===== config.mk =====
export PLATFORM = sky130hd
export DESIGN_NAME = lrdo_top
export DESIGN_NICKNAME = d
export VERILOG_FILES = /design/src/lrdo_pkg.sv /design/src/lrdo_lane_if.sv /design/src/lrdo_lane_tap.sv /design/src/lrdo_top.sv
export VERILOG_INCLUDE_DIRS = /design/src /design/src/src
export SDC_FILE = /design/constraint.sdc
export NUM_CORES = 1
export LEC_CHECK = 0
export BUFFER_PORTS_ARGS = -buffer_cell sky130_fd_sc_hd__buf_2
export CORE_UTILIZATION = 51
export DETAILED_ROUTE_END_ITERATION = 10
export GPL_TIMING_DRIVEN = 0
export PLACE_DENSITY = 0.83
export SKIP_LAST_GASP = 1
export SLEW_MARGIN = 10
export SYNTH_ARGS = -nofsm -noshare
export SYNTH_HDL_FRONTEND = slang
export SYNTH_SLANG_ARGS = --single-unit

===== constraint.sdc =====
create_clock -name pclk -period 2 [get_ports pclk]
set_input_delay 0.4 -clock pclk [delete_from_list [all_inputs] [get_ports pclk]]
set_output_delay 0.4 -clock pclk [all_outputs]
set_load 0.02 [all_outputs]

===== src/lrdo_params.svh =====
// Offsets, field positions, reset values and widths of the lane receive debug observer
`ifndef LRDO_PARAMS_SVH
`define LRDO_PARAMS_SVH

// Register byte offsets
`define LRDO_OFS_STATUS 12'h000
`define LRDO_OFS_MASK 12'h004
`define LRDO_OFS_CTRL 12'h008
`define LRDO_OFS_SLICE_LO 12'h00C
`define LRDO_OFS_SLICE_MID 12'h010
`define LRDO_OFS_SLICE_HI 12'h014

// Status and mask layout
`define LRDO_ST_DESKEW_LSB 0
`define LRDO_ST_RXERR_LSB 4
`define LRDO_ST_RETRAIN_BIT 8
`define LRDO_ST_WIDTH 9

// Control layout and reset
`define LRDO_CTRL_RETRAIN_EN_BIT 0
`define LRDO_CTRL_GENERIC_PHY_BIT 1
`define LRDO_CTRL_WIDTH 2
`define LRDO_CTRL_RESET 2'h1
`define LRDO_MASK_RESET 9'h000

// Debug slice layout, relative to bus bit 440
`define LRDO_SLICE_BASE 440
`define LRDO_SLICE_WIDTH 72
`define LRDO_DESKEW_FLD_LSB 0
`define LRDO_DESKEW_FLD_WIDTH 8
`define LRDO_LANE_FLD_LSB 8
`define LRDO_LANE_FLD_WIDTH 8
`define LRDO_FILL_OFS 0
`define LRDO_CODE_OFS 4
`define LRDO_INV_OFS 7
`define LRDO_RSVD_LSB 40
`define LRDO_RSVD_WIDTH 32

// Per-lane widths
`define LRDO_NUM_LANES 4
`define LRDO_FILL_WIDTH 4
`define LRDO_CODE_WIDTH 3

`endif


===== src/lrdo_pkg.sv =====
// Types of the lane receive debug observer
package lrdo_pkg;

    typedef enum logic [2:0] {
        LRDO_RX_OK        = 3'h0,
        LRDO_RX_SKP_ADD   = 3'h1,
        LRDO_RX_SKP_DEL   = 3'h2,
        LRDO_RX_DETECTED  = 3'h3,
        LRDO_RX_DECODE    = 3'h4,
        LRDO_RX_EB_OVF    = 3'h5,
        LRDO_RX_EB_UNF    = 3'h6,
        LRDO_RX_DISPARITY = 3'h7
    } lrdo_rx_code_t;

    typedef enum logic [1:0] {
        LRDO_RT_IDLE = 2'h0,
        LRDO_RT_REQ  = 2'h1,
        LRDO_RT_WAIT = 2'h2
    } lrdo_retrain_t;

endpackage


===== src/lrdo_lane_if.sv =====
// Captured per-lane receive state passed from a lane tap to the observer core
`timescale 1ns/1ps
`include "lrdo_params.svh"

interface lrdo_lane_if;
    logic [`LRDO_FILL_WIDTH-1:0] fill_count;
    logic [`LRDO_CODE_WIDTH-1:0] code;
    logic invert_req;
    logic deskew_ovf;
    logic rx_err;

    modport tap (output fill_count, output code, output invert_req,
                 output deskew_ovf, output rx_err);
    modport core (input fill_count, input code, input invert_req,
                  input deskew_ovf, input rx_err);
endinterface


===== src/lrdo_lane_tap.sv =====
// Registers one lane's receive path state and flags its error events
`timescale 1ns/1ps
`include "lrdo_params.svh"

module lrdo_lane_tap (
    // Clock and reset
    input wire logic pclk,
    input wire logic presetn,
    input wire logic clk_en,
    // Lane receive path state
    input wire logic [`LRDO_FILL_WIDTH-1:0] fill_count,
    input wire logic [`LRDO_CODE_WIDTH-1:0] rx_code,
    input wire logic invert_req,
    input wire logic deskew_ovf,
    input wire logic generic_phy,
    // Captured state
    lrdo_lane_if.tap lane
);

    // Codes 100 to 111 are errors; 000 to 011 are normal reports
    function automatic logic lrdo_is_error(input lrdo_pkg::lrdo_rx_code_t c);
        unique case (c)
            lrdo_pkg::LRDO_RX_DECODE, lrdo_pkg::LRDO_RX_EB_OVF,
            lrdo_pkg::LRDO_RX_EB_UNF, lrdo_pkg::LRDO_RX_DISPARITY: lrdo_is_error = 1'b1;
            default: lrdo_is_error = 1'b0;
        endcase
    endfunction

    always_ff @(posedge pclk or negedge presetn) begin
        if (!presetn) begin
            lane.deskew_ovf <= 1'b0;
        end else if (clk_en) begin
            lane.deskew_ovf <= deskew_ovf;
        end
    end

    // With a generic external PHY these fields mean nothing; they read zero then
    always_ff @(posedge pclk or negedge presetn) begin
        if (!presetn) begin
            lane.fill_count <= '0;
            lane.code <= '0;
            lane.invert_req <= 1'b0;
            lane.rx_err <= 1'b0;
        end else if (clk_en) begin
            if (generic_phy) begin
                lane.fill_count <= '0;
                lane.code <= '0;
                lane.invert_req <= 1'b0;
                lane.rx_err <= 1'b0;
            end else begin
                lane.fill_count <= fill_count;
                lane.code <= rx_code;
                lane.invert_req <= invert_req;
                lane.rx_err <= lrdo_is_error(lrdo_pkg::lrdo_rx_code_t'(rx_code));
            end
        end
    end

endmodule


===== src/lrdo_top.sv =====
// Lane receive debug observer: debug bus bits 440 to 511 with APB status and control
//
// Functional notes
// - Bits 447:440 flag a deskew FIFO overflow on each physical lane.
// - A deskew overflow is a receive port error and requests link retraining.
// - The upper four deskew flag bits are always zero; only four lanes.
// - Lanes 0 and 1 elastic buffer fill counts at 451:448 and 459:456.
// - Lanes 2 and 3 elastic buffer fill counts at 467:464 and 475:472.
// - Lane 0 three-bit receive status code at 454:452.
// - Lanes 1 to 3 receive status codes at 462:460, 470:468, 478:476.
// - Codes: 000 ok, 001 skip added, 010 skip removed, 011 receiver detected.
// - Codes: 100 decode, 101 buffer overflow, 110 underflow, 111 disparity error.
// - Bit 455 is the lane 0 request to invert received 10-bit data.
// - Bits 463, 471, 479 are the same invert request for lanes 1 to 3.
// - With a generic external PHY, counts, codes and invert bits are meaningless.
//
// The register addresses and the APB interface to the registers were left to the implementer.
`timescale 1ns/1ps
`include "lrdo_params.svh"

module lrdo_top #(
    parameter int NUM_LANES = `LRDO_NUM_LANES
) (
    // Clock, reset, enable
    input wire logic pclk,
    input wire logic presetn,
    input wire logic clk_en,
    // APB slave
    input wire logic psel,
    input wire logic penable,
    input wire logic pwrite,
    input wire logic [11:0] paddr,
    input wire logic [31:0] pwdata,
    output logic [31:0] prdata,
    output logic pready,
    output logic pslverr,
    // Receive path state, same clock domain
    input wire logic [NUM_LANES-1:0] deskew_ovf,
    input wire logic [`LRDO_FILL_WIDTH-1:0] elastic_fill_count_lane0,
    input wire logic [`LRDO_FILL_WIDTH-1:0] elastic_fill_count_lane1,
    input wire logic [`LRDO_FILL_WIDTH-1:0] elastic_fill_count_lane2,
    input wire logic [`LRDO_FILL_WIDTH-1:0] elastic_fill_count_lane3,
    input wire logic [`LRDO_CODE_WIDTH-1:0] lane_rx_status_code0,
    input wire logic [`LRDO_CODE_WIDTH-1:0] lane_rx_status_code1,
    input wire logic [`LRDO_CODE_WIDTH-1:0] lane_rx_status_code2,
    input wire logic [`LRDO_CODE_WIDTH-1:0] lane_rx_status_code3,
    input wire logic lane_invert_request0,
    input wire logic lane_invert_request1,
    input wire logic lane_invert_request2,
    input wire logic lane_invert_request3,
    // Retraining handshake with link training
    input wire logic retrain_ack,
    output logic retrain_req,
    output logic rx_port_error,
    // Debug slice, bit 0 is bus bit 440
    output logic [`LRDO_SLICE_WIDTH-1:0] debug_slice,
    // Interrupt
    output logic irq
);

    logic [`LRDO_FILL_WIDTH-1:0] fill_in [NUM_LANES];
    logic [`LRDO_CODE_WIDTH-1:0] code_in [NUM_LANES];
    logic [NUM_LANES-1:0] inv_in;
    logic [NUM_LANES-1:0] ovf_cap;
    logic [NUM_LANES-1:0] err_cap;
    logic [`LRDO_LANE_FLD_WIDTH-1:0] lane_fld [NUM_LANES];

    logic [`LRDO_ST_WIDTH-1:0] status_q;
    logic [`LRDO_ST_WIDTH-1:0] mask_q;
    logic [`LRDO_CTRL_WIDTH-1:0] ctrl_q;
    logic [NUM_LANES-1:0] deskew_flag_q;
    logic [`LRDO_SLICE_WIDTH-1:0] slice_d;
    logic [`LRDO_ST_WIDTH-1:0] st_set;
    logic [`LRDO_ST_WIDTH-1:0] st_clr;
    lrdo_pkg::lrdo_retrain_t rt_q;
    logic any_ovf;
    logic retrain_start;
    logic wr_en;
    logic setup;
    logic [5:0] wr_sel;

    assign fill_in[0] = elastic_fill_count_lane0;
    assign fill_in[1] = elastic_fill_count_lane1;
    assign fill_in[2] = elastic_fill_count_lane2;
    assign fill_in[3] = elastic_fill_count_lane3;
    assign code_in[0] = lane_rx_status_code0;
    assign code_in[1] = lane_rx_status_code1;
    assign code_in[2] = lane_rx_status_code2;
    assign code_in[3] = lane_rx_status_code3;
    assign inv_in = {lane_invert_request3, lane_invert_request2,
                     lane_invert_request1, lane_invert_request0};

    // One tap per lane; each packs its byte of the slice
    genvar gi;
    generate
        for (gi = 0; gi < NUM_LANES; gi++) begin : g_lane
            lrdo_lane_if lane_bus ();

            lrdo_lane_tap u_tap (
                .pclk(pclk),
                .presetn(presetn),
                .clk_en(clk_en),
                .fill_count(fill_in[gi]),
                .rx_code(code_in[gi]),
                .invert_req(inv_in[gi]),
                .deskew_ovf(deskew_ovf[gi]),
                .generic_phy(ctrl_q[`LRDO_CTRL_GENERIC_PHY_BIT]),
                .lane(lane_bus.tap)
            );

            assign ovf_cap[gi] = lane_bus.deskew_ovf;
            assign err_cap[gi] = lane_bus.rx_err;
            assign lane_fld[gi] = {lane_bus.invert_req, lane_bus.code, lane_bus.fill_count};
        end
    endgenerate

    // One-hot register select from the byte address; zero when unmapped
    function automatic logic [5:0] reg_sel(input logic [11:0] a);
        logic [5:0] s;
        s = 6'h00;
        unique case (a)
            `LRDO_OFS_STATUS: s = 6'h01;
            `LRDO_OFS_MASK: s = 6'h02;
            `LRDO_OFS_CTRL: s = 6'h04;
            `LRDO_OFS_SLICE_LO: s = 6'h08;
            `LRDO_OFS_SLICE_MID: s = 6'h10;
            `LRDO_OFS_SLICE_HI: s = 6'h20;
            default: s = 6'h00;
        endcase
        return s;
    endfunction

    // Any lane overflow feeds both the port error and the retrain start
    assign any_ovf = |ovf_cap;
    assign setup = psel && !penable;
    assign wr_en = psel && penable && pready && pwrite && !pslverr;
    // Write strobe per register, only at the access edge
    assign wr_sel = wr_en ? reg_sel(paddr) : 6'h00;

    // Events set status bits; set wins over a same-cycle write-one clear
    always_comb begin
        st_set = '0;
        st_set[`LRDO_ST_DESKEW_LSB +: NUM_LANES] = ovf_cap;
        st_set[`LRDO_ST_RXERR_LSB +: NUM_LANES] = err_cap;
        st_set[`LRDO_ST_RETRAIN_BIT] = retrain_start;
        st_clr = '0;
        if (wr_sel[0]) begin
            st_clr = pwdata[`LRDO_ST_WIDTH-1:0];
        end
    end

    always_ff @(posedge pclk or negedge presetn) begin
        if (!presetn) begin
            status_q <= '0;
        end else if (clk_en) begin
            status_q <= (status_q & ~st_clr) | st_set;
        end
    end

    // Deskew flags on the bus hold until software clears the matching status bit
    always_ff @(posedge pclk or negedge presetn) begin
        if (!presetn) begin
            deskew_flag_q <= '0;
        end else if (clk_en) begin
            deskew_flag_q <= (deskew_flag_q & ~st_clr[`LRDO_ST_DESKEW_LSB +: NUM_LANES])
                | ovf_cap;
        end
    end

    // Mask register, same layout as status
    always_ff @(posedge pclk or negedge presetn) begin
        if (!presetn) begin
            mask_q <= `LRDO_MASK_RESET;
        end else if (clk_en && wr_sel[1]) begin
            mask_q <= pwdata[`LRDO_ST_WIDTH-1:0];
        end
    end

    // Control: bit 0 retrain enable, bit 1 generic PHY
    always_ff @(posedge pclk or negedge presetn) begin
        if (!presetn) begin
            ctrl_q <= `LRDO_CTRL_RESET;
        end else if (clk_en && wr_sel[2]) begin
            ctrl_q <= pwdata[`LRDO_CTRL_WIDTH-1:0];
        end
    end

    // Level interrupt from the next status value, so set and clear show at once
    always_ff @(posedge pclk or negedge presetn) begin
        if (!presetn) begin
            irq <= 1'b0;
        end else if (clk_en) begin
            irq <= |((status_q & ~st_clr | st_set) & mask_q);
        end
    end

    // Overflow is a receive port error and starts retraining
    assign retrain_start = any_ovf && ctrl_q[`LRDO_CTRL_RETRAIN_EN_BIT]
        && rt_q == lrdo_pkg::LRDO_RT_IDLE;

    always_ff @(posedge pclk or negedge presetn) begin
        if (!presetn) begin
            rx_port_error <= 1'b0;
        end else if (clk_en) begin
            rx_port_error <= any_ovf;
        end
    end

    always_ff @(posedge pclk or negedge presetn) begin
        if (!presetn) begin
            rt_q <= lrdo_pkg::LRDO_RT_IDLE;
        end else if (clk_en) begin
            unique case (rt_q)
                lrdo_pkg::LRDO_RT_IDLE: begin
                    if (retrain_start) begin
                        rt_q <= lrdo_pkg::LRDO_RT_REQ;
                    end
                end
                lrdo_pkg::LRDO_RT_REQ: begin
                    if (retrain_ack) begin
                        rt_q <= lrdo_pkg::LRDO_RT_WAIT;
                    end
                end
                lrdo_pkg::LRDO_RT_WAIT: begin
                    // Wait for the ack to fall so one overflow burst gives one request
                    if (!retrain_ack) begin
                        rt_q <= lrdo_pkg::LRDO_RT_IDLE;
                    end
                end
                default: begin
                    rt_q <= lrdo_pkg::LRDO_RT_IDLE;
                end
            endcase
        end
    end

    // Request stands from the start of a retrain until the link acknowledges
    always_ff @(posedge pclk or negedge presetn) begin
        if (!presetn) begin
            retrain_req <= 1'b0;
        end else if (clk_en) begin
            retrain_req <= retrain_start
                || (rt_q == lrdo_pkg::LRDO_RT_REQ && !retrain_ack);
        end
    end

    // Slice assembly
    always_comb begin
        slice_d = '0;
        slice_d[`LRDO_DESKEW_FLD_LSB +: NUM_LANES] = deskew_flag_q;
        slice_d[`LRDO_DESKEW_FLD_LSB + NUM_LANES +: 4] = 4'h0;
        for (int i = 0; i < NUM_LANES; i++) begin
            slice_d[`LRDO_LANE_FLD_LSB + i*`LRDO_LANE_FLD_WIDTH +: `LRDO_LANE_FLD_WIDTH]
                = lane_fld[i];
        end
        slice_d[`LRDO_RSVD_LSB +: `LRDO_RSVD_WIDTH] = 32'h00000000;
    end

    // Registered so every debug bus bit comes straight from a flop
    always_ff @(posedge pclk or negedge presetn) begin
        if (!presetn) begin
            debug_slice <= '0;
        end else if (clk_en) begin
            debug_slice <= slice_d;
        end
    end

    // APB: one wait-free access phase, read data latched in setup
    always_ff @(posedge pclk or negedge presetn) begin
        if (!presetn) begin
            pready <= 1'b0;
        end else if (clk_en) begin
            pready <= setup;
        end
    end

    // Error answer for an unmapped address stands with pready
    always_ff @(posedge pclk or negedge presetn) begin
        if (!presetn) begin
            pslverr <= 1'b0;
        end else if (clk_en) begin
            pslverr <= setup && reg_sel(paddr) == 6'h00;
        end
    end

    // Read data is latched at the setup edge and stands until the next setup
    always_ff @(posedge pclk or negedge presetn) begin
        if (!presetn) begin
            prdata <= 32'h00000000;
        end else if (clk_en && setup) begin
            prdata <= 32'h00000000;
            unique case (paddr)
                `LRDO_OFS_STATUS: prdata[`LRDO_ST_WIDTH-1:0] <= status_q;
                `LRDO_OFS_MASK: prdata[`LRDO_ST_WIDTH-1:0] <= mask_q;
                `LRDO_OFS_CTRL: prdata[`LRDO_CTRL_WIDTH-1:0] <= ctrl_q;
                `LRDO_OFS_SLICE_LO: prdata <= debug_slice[31:0];
                `LRDO_OFS_SLICE_MID: prdata <= debug_slice[63:32];
                `LRDO_OFS_SLICE_HI: prdata[7:0] <= debug_slice[71:64];
                default: prdata <= 32'h00000000;
            endcase
        end
    end

endmodule


# After elaboration in Yosys (flattened, before gate mapping)
# Cells that the tools add are included.
# Widths: inputs -> output; s select.
classes:
  addsub: 0
  multipliers: 0
  n_div: 0
  order_cmp: 0
  n_eq_ne: 26
  shifts: 0
  n_mux: 32
  bitwise: 7
  n_reduce_logical: 26
ops:
  columns: ["operator", "count"]
  rows:
  - ["$eq 3x3->1 const B", 16]
  - ["$pmux 6 s6", 1]
  - ["$eq 12x4->1 const B", 2]
  - ["$eq 12x5->1 const B", 2]
  - ["$pmux 6 s4", 1]
  - ["$mux 23", 1]
  - ["$reduce_or 4->1", 5]
  - ["$and 9x9->9", 2]
  - ["$mux 4", 4]
  - ["$mux 3", 5]
  - ["$eq 12x3->1 const B", 1]
  - ["$logic_and 1x1->1", 12]
  - ["$logic_not 12->1", 1]
  - ["$mux 1", 12]
  - ["$pmux 2 s5", 1]
  - ["$mux 9", 1]
  - ["$not 9->9", 1]
  - ["$or 9x9->9", 1]
  - ["$reduce_or 9->1", 1]
  - ["$logic_not 6->1", 1]
  - ["$mux 2", 3]
  - ["$mux 6", 1]
  - ["$ne 2x2->1 const B", 3]
  - ["$pmux 2 s3", 1]
  - ["10 further kinds", 12]
word_totals:
  register_bits: 139
  latchBits: 0
  ram_bits: 0
  rom_bits: 0
  inputBits: 87
  out_inout_bits: 109
  word_cells: 123
  n_memories: 0

# Depth between registers and ports, before layout
logic_depth:
  word_depth: 11
  depth_mapped: 7

# Modules after synthesis
# A second synthesis with hierarchy kept.
unflattened:
  cells_unflattened: 574
  hier_area_um2: 6416.2
by_module_without_submodules:
  columns: ["module", "instances", "cells_each", "area_each_um2", "seq_area_each_um2"]
  rows:
  - ["lrdo_top", 1, 418, 4569.4, 2478.6]
  - ["lrdo_lane_tap", 4, 39, 461.7, 250.2]

# Least setup slack after synthesis
# Ideal clock, no wire load.
synth_timing:
  path_kind: "input to register"
  startpoint: "input paddr[9]"
  endpoint: "register mask_q[0]"
  t_arrival_ns: 2.157
  required_time_ns: 1.875
  slack_ns: -0.282
  stages: 6
  path_cell_list: "or4_4 -> buf_6 -> nor4_4 -> and3_1 -> buf_6 -> mux2_4"
synth_between:
  elab_chain_cells: 4
  elab_cells_between_ends: 9
synth_rtl:
  columns: ["item", "line", "source"]
  rows:
  - ["from (decl)", "lrdo_top.sv:32", "input wire logic [11:0] paddr,"]
  - ["$eq 12x5->1 (tied with other cells)", null, null]
  - ["$pmux 6 s6 (*)", null, null]
  - ["$mux 3 (*)", "lrdo_top.sv:138", "assign wr_sel = wr_en ? reg_sel(paddr) : 6'h00;"]
  - ["$logic_and 1x1->1 (*)", "lrdo_top.sv:174", "end else if (clk_en && wr_sel[1]) begin"]
  - ["to (signal assigned)", "lrdo_top.sv:173", "mask_q <= `LRDO_MASK_RESET;"]
  - ["to (signal assigned)", "lrdo_top.sv:175", "mask_q <= pwdata[`LRDO_ST_WIDTH-1:0];"]
  - ["to (decl)", "lrdo_top.sv:69", "logic [`LRDO_ST_WIDTH-1:0] mask_q;"]
# Every way passes the cells marked *; elsewhere a longest branch is shown, timed or not.
# A chain may end at the register's enable or synchronous reset.

# Final worst setup path
layout_timing:
  startpoint: "input paddr[9]"
  endpoint: "register irq"
layout_between:
  elab_chain_cells: 9
  elab_cells_between_ends: 14
layout_rtl:
  columns: ["item", "line", "source"]
  rows:
  - ["$eq 12x5->1 (tied with other cells)", null, null]
  - ["$pmux 6 s6 (*)", null, null]
  - ["$mux 3 (*)", "lrdo_top.sv:138", null]
  - ["$mux 9 (*)", "lrdo_top.sv:147", "if (wr_sel[0]) begin"]
  - ["$not 9->9 (*)", "lrdo_top.sv:193", "irq <= |((status_q & ~st_clr | st_set) & mask_q);"]
  - ["$and 9x9->9 (*)", "lrdo_top.sv:193", null]
  - ["$or 9x9->9 (*)", "lrdo_top.sv:193", null]
  - ["$and 9x9->9 (*)", "lrdo_top.sv:193", null]
  - ["$reduce_or 9->1 (*)", "lrdo_top.sv:193", null]
  - ["to (signal assigned)", "lrdo_top.sv:193", null]
  - ["to (decl)", "lrdo_top.sv:58", "output logic irq"]
# Marked as above.

==> results.json <==
{
  "ff_latch_area_um2": 3480,
  "yosys.area.top_type": "dfrtp_1",
  "final_max_slew_viol_count": 0,
  "dp_hpwl_mm": 11.5,
  "grt_busiest_layer": "met2",
  "synthesis.area_um2": 6150,
  "nets": 846,
  "wirelength_mm": 16.6,
  "crit_path_max_fanout": 4,
  "finalPower_mw": 7.48,
  "synth-async-reset-ratio": 1.00,
  "r2r_cells": 5,
  "route.detailed.drc": 13,
  "htree_levels": 4,
  "die_area_um2": 12500,
  "ir_worst_vdd_mv": 0.571,
  "ys.flop_type": "dfrtp_1",
  "worstSetupPathType": "in -> reg",
  "cts_tree": "built",
  "start_util": 0.532,
  "period_minus_slack_ns": 1.96,
  "grt_overflow": 0,
  "clock-sinks": 139,
  "wl_per_cell_um": 18.1,
  "rows": 39,
  "period_share": 0.980,
  "r2r-start": "g_lane[1].u_tap.lane.deskew_ovf",
  "yosysWarnings": 0,
  "worst_setup_path_end_kind": "flop",
  "via_per_inst": 5.39,
  "grtUsageMet3": 0.0474,
  "final_cell_mix": "138 x buf_2, 138 x dfrtp_1, 81 x o21ai_0, 81 x nand2_1, 46 x buf_4",
  "crit_arrival_ns": 2.23,
  "areaGrowthSynthToFinish_pct": 29.5,
  "power.switching_mw": 1.80,
  "combPwrFrac": 0.105,
  "dp_cells": 873,
  "ctsHoldBuffers": 0,
  "grt_pass1_vias": 4870,
  "setup_viol": 0,
  "die_h_um": 112,
  "grt_max_degree": 71,
  "fin_skew_ns": 0.00550,
  "start_kind": "input pin",
  "core_um2": 11600,
  "grt_pass1_wl_mm": 26.0,
  "fillers": 869,
  "avgSynthCellArea_um2": 11.0,
  "fmaxAchievable_mhz": 510,
  "gp_congestion": 0.839,
  "cap_violations": 0,
  "synth-edff-count": 0,
  "antenna_found_initial": 0,
  "finalHoldViolCount": 0,
  "drive_gt1_frac": 0.372,
  "root_buffer": "clkbuf_16",
  "cts_buffers": 17,
  "clkTransAtPathRegs_ns": 0.06,
  "crit_start": "paddr[9]",
  "cts_buffer_depth": 2,
  "final_cells": 914,
  "n_antenna_cell": 0,
  "multi_input_area_um2": 2250,
  "crit_end": "irq",
  "reg2reg_to": "irq",
  "power.share.switching": 0.241,
  "ys_seq_elements": 139,
  "rsz0062_at_grt": "yes",
  "violations": "design-rule violations",
  "worst_slew_pin_slew_ns": 0.818,
  "synth_top_cell_area_share": 0.562,
  "grtUsageMet2": 0.465,
  "drt_iter0_markers": 504,
  "globalRouteMet1Util": 0.363,
  "holdWs_ns": 0.00304,
  "p_seq_frac": 0.417,
  "p_int_mw": 5.68,
  "fp.dieW_um": 112,
  "ant_nets": 0,
  "cp.required_ns": 2.27,
  "outcome": "finished, violations left",
  "clk_latency_ns": 0.41,
  "p_clk_frac": 0.478,
  "syn_inst": 558,
  "yosys.cell_types.count": 47,
  "ios": 196,
  "via_count": 4929,
  "power.leakage_nw": 3.93,
  "seq_area_frac_synth": 0.566,
  "maxSlewHeadroom": 0.455,
  "track_usage": 0.276,
  "r2r_setup_slack_ns": 0.16,
  "dr.pass1.iters": 9,
  "numPortBuffers": 136,
  "pwr_density_cell_nw_per_um2": 940,
  "hp-class": "in -> async",
  "ys_top_cells_by_area": "dfrtp_1 56%, mux2_2 7.3%, o21ai_0 6.8%, nand2_1 5.2%, buf_4 4.4%"
}
[cell usage after synthesis (all sizes together) (4+ instances only)]
master  instances
nor2b           6
a22o           19
nand2          85
nor4            6
mux2           49
buf            45
a222oi          5
inv            43
dfrtp         138
clkbuf         20
o21ai          85
nor2            4
a21oi           6
a41oi           5
nand3b         13
[metal layers]
layer / vias to the layer above / wire length, µm
met5: - / 0
met4: 0 / 230
met3: 21 / 961
met2: 213 / 8400
met1: 2448 / 6990
li1: 2247 / -
[worst max-delay path: stages]
cell	delay, ns
buf_2	0.09
or4_4	0.58
nor4_4	0.31
buf_4	0.19
a41oi_1	0.17
nor4_2	0.32
a41oi_1	0.15
[per-stage QoR]
step	util	TNS [ns]	setup WS, ns	area [µm²]
final	0.688	0	0.0409	7960
after global routing	0.688	-0.0183	-0.0183	7960
after CTS	0.686	-0.00505	-0.00505	7930
after detailed placement	0.621	-32.10	-0.716	7190
after global placement	0.619	-198.14	-1.23	7150
after floorplan	-	-4.71	-0.282	6290
[power by group through the flow]
stage          clock network [mW]  logic, mW  registers [mW]
6_report                     3.58      0.788            3.12
5_1_grt                      3.71      0.854            3.14
4_1_cts                      3.60      0.789            3.11
3_5_place_dp                    0      0.783            3.16
3_3_place_gp                    0      0.754            3.15
2_1_floorplan                   0      0.342            3.25
[kinds of logic (layout without fill, tap and decap cells)]
family          count (synthesis)  after routing  share of synthesized area
compound gates                129            129                      0.129
buf+inv                       108            286                     0.0934
flops                         139            139                      0.566
other cells                     1             36                   0.000610
simple gates                  130            130                      0.112
mux                            51             51                     0.0985
[registers in the layout, summed over array words and instances (netlist names), 9 cells and up]
signal                        count
debug_slice                      36
prdata                           32
g_lane.u_tap.lane.fill_count     16
g_lane.u_tap.lane.code           12
mask_q                            9
status_q                          9
[what timing repair did]
action | CTS | global route
setup endpoints to repair | 43 | 14
setup buffers | 8 | 2
resized for setup | 2 | 3
gates cloned | 0 | 1
pin swaps | 6 | 3
[worst min-delay path by stage]
stage | cells after the start | start | to | slack (ns)
after global placement | 2 | prdata[29] | prdata[29] | 0.46
after global routing | 1 | presetn | prdata[31] | 0.05
after floorplan | 0 | presetn | ctrl_q[1] | 0.10
after CTS | 1 | presetn | prdata[31] | 0.02
after detailed placement | 1 | presetn | prdata[29] | 0.46
final | 1 | presetn | prdata[31] | 0.003
[cell type report]
| type | instances | area share |
|---|---|---|
| buffer | 64 | 0.0509 |
| clock buffer | 20 | 0.0574 |
| clock inverter | 11 | 0.0272 |
| inverter | 43 | 0.0203 |
| multi-input combinational | 346 | 0.283 |
| sequential | 139 | 0.437 |
| tap | 143 | 0.0225 |
| timing repair buffer | 148 | 0.102 |
(Power assumes the default switching activity.)
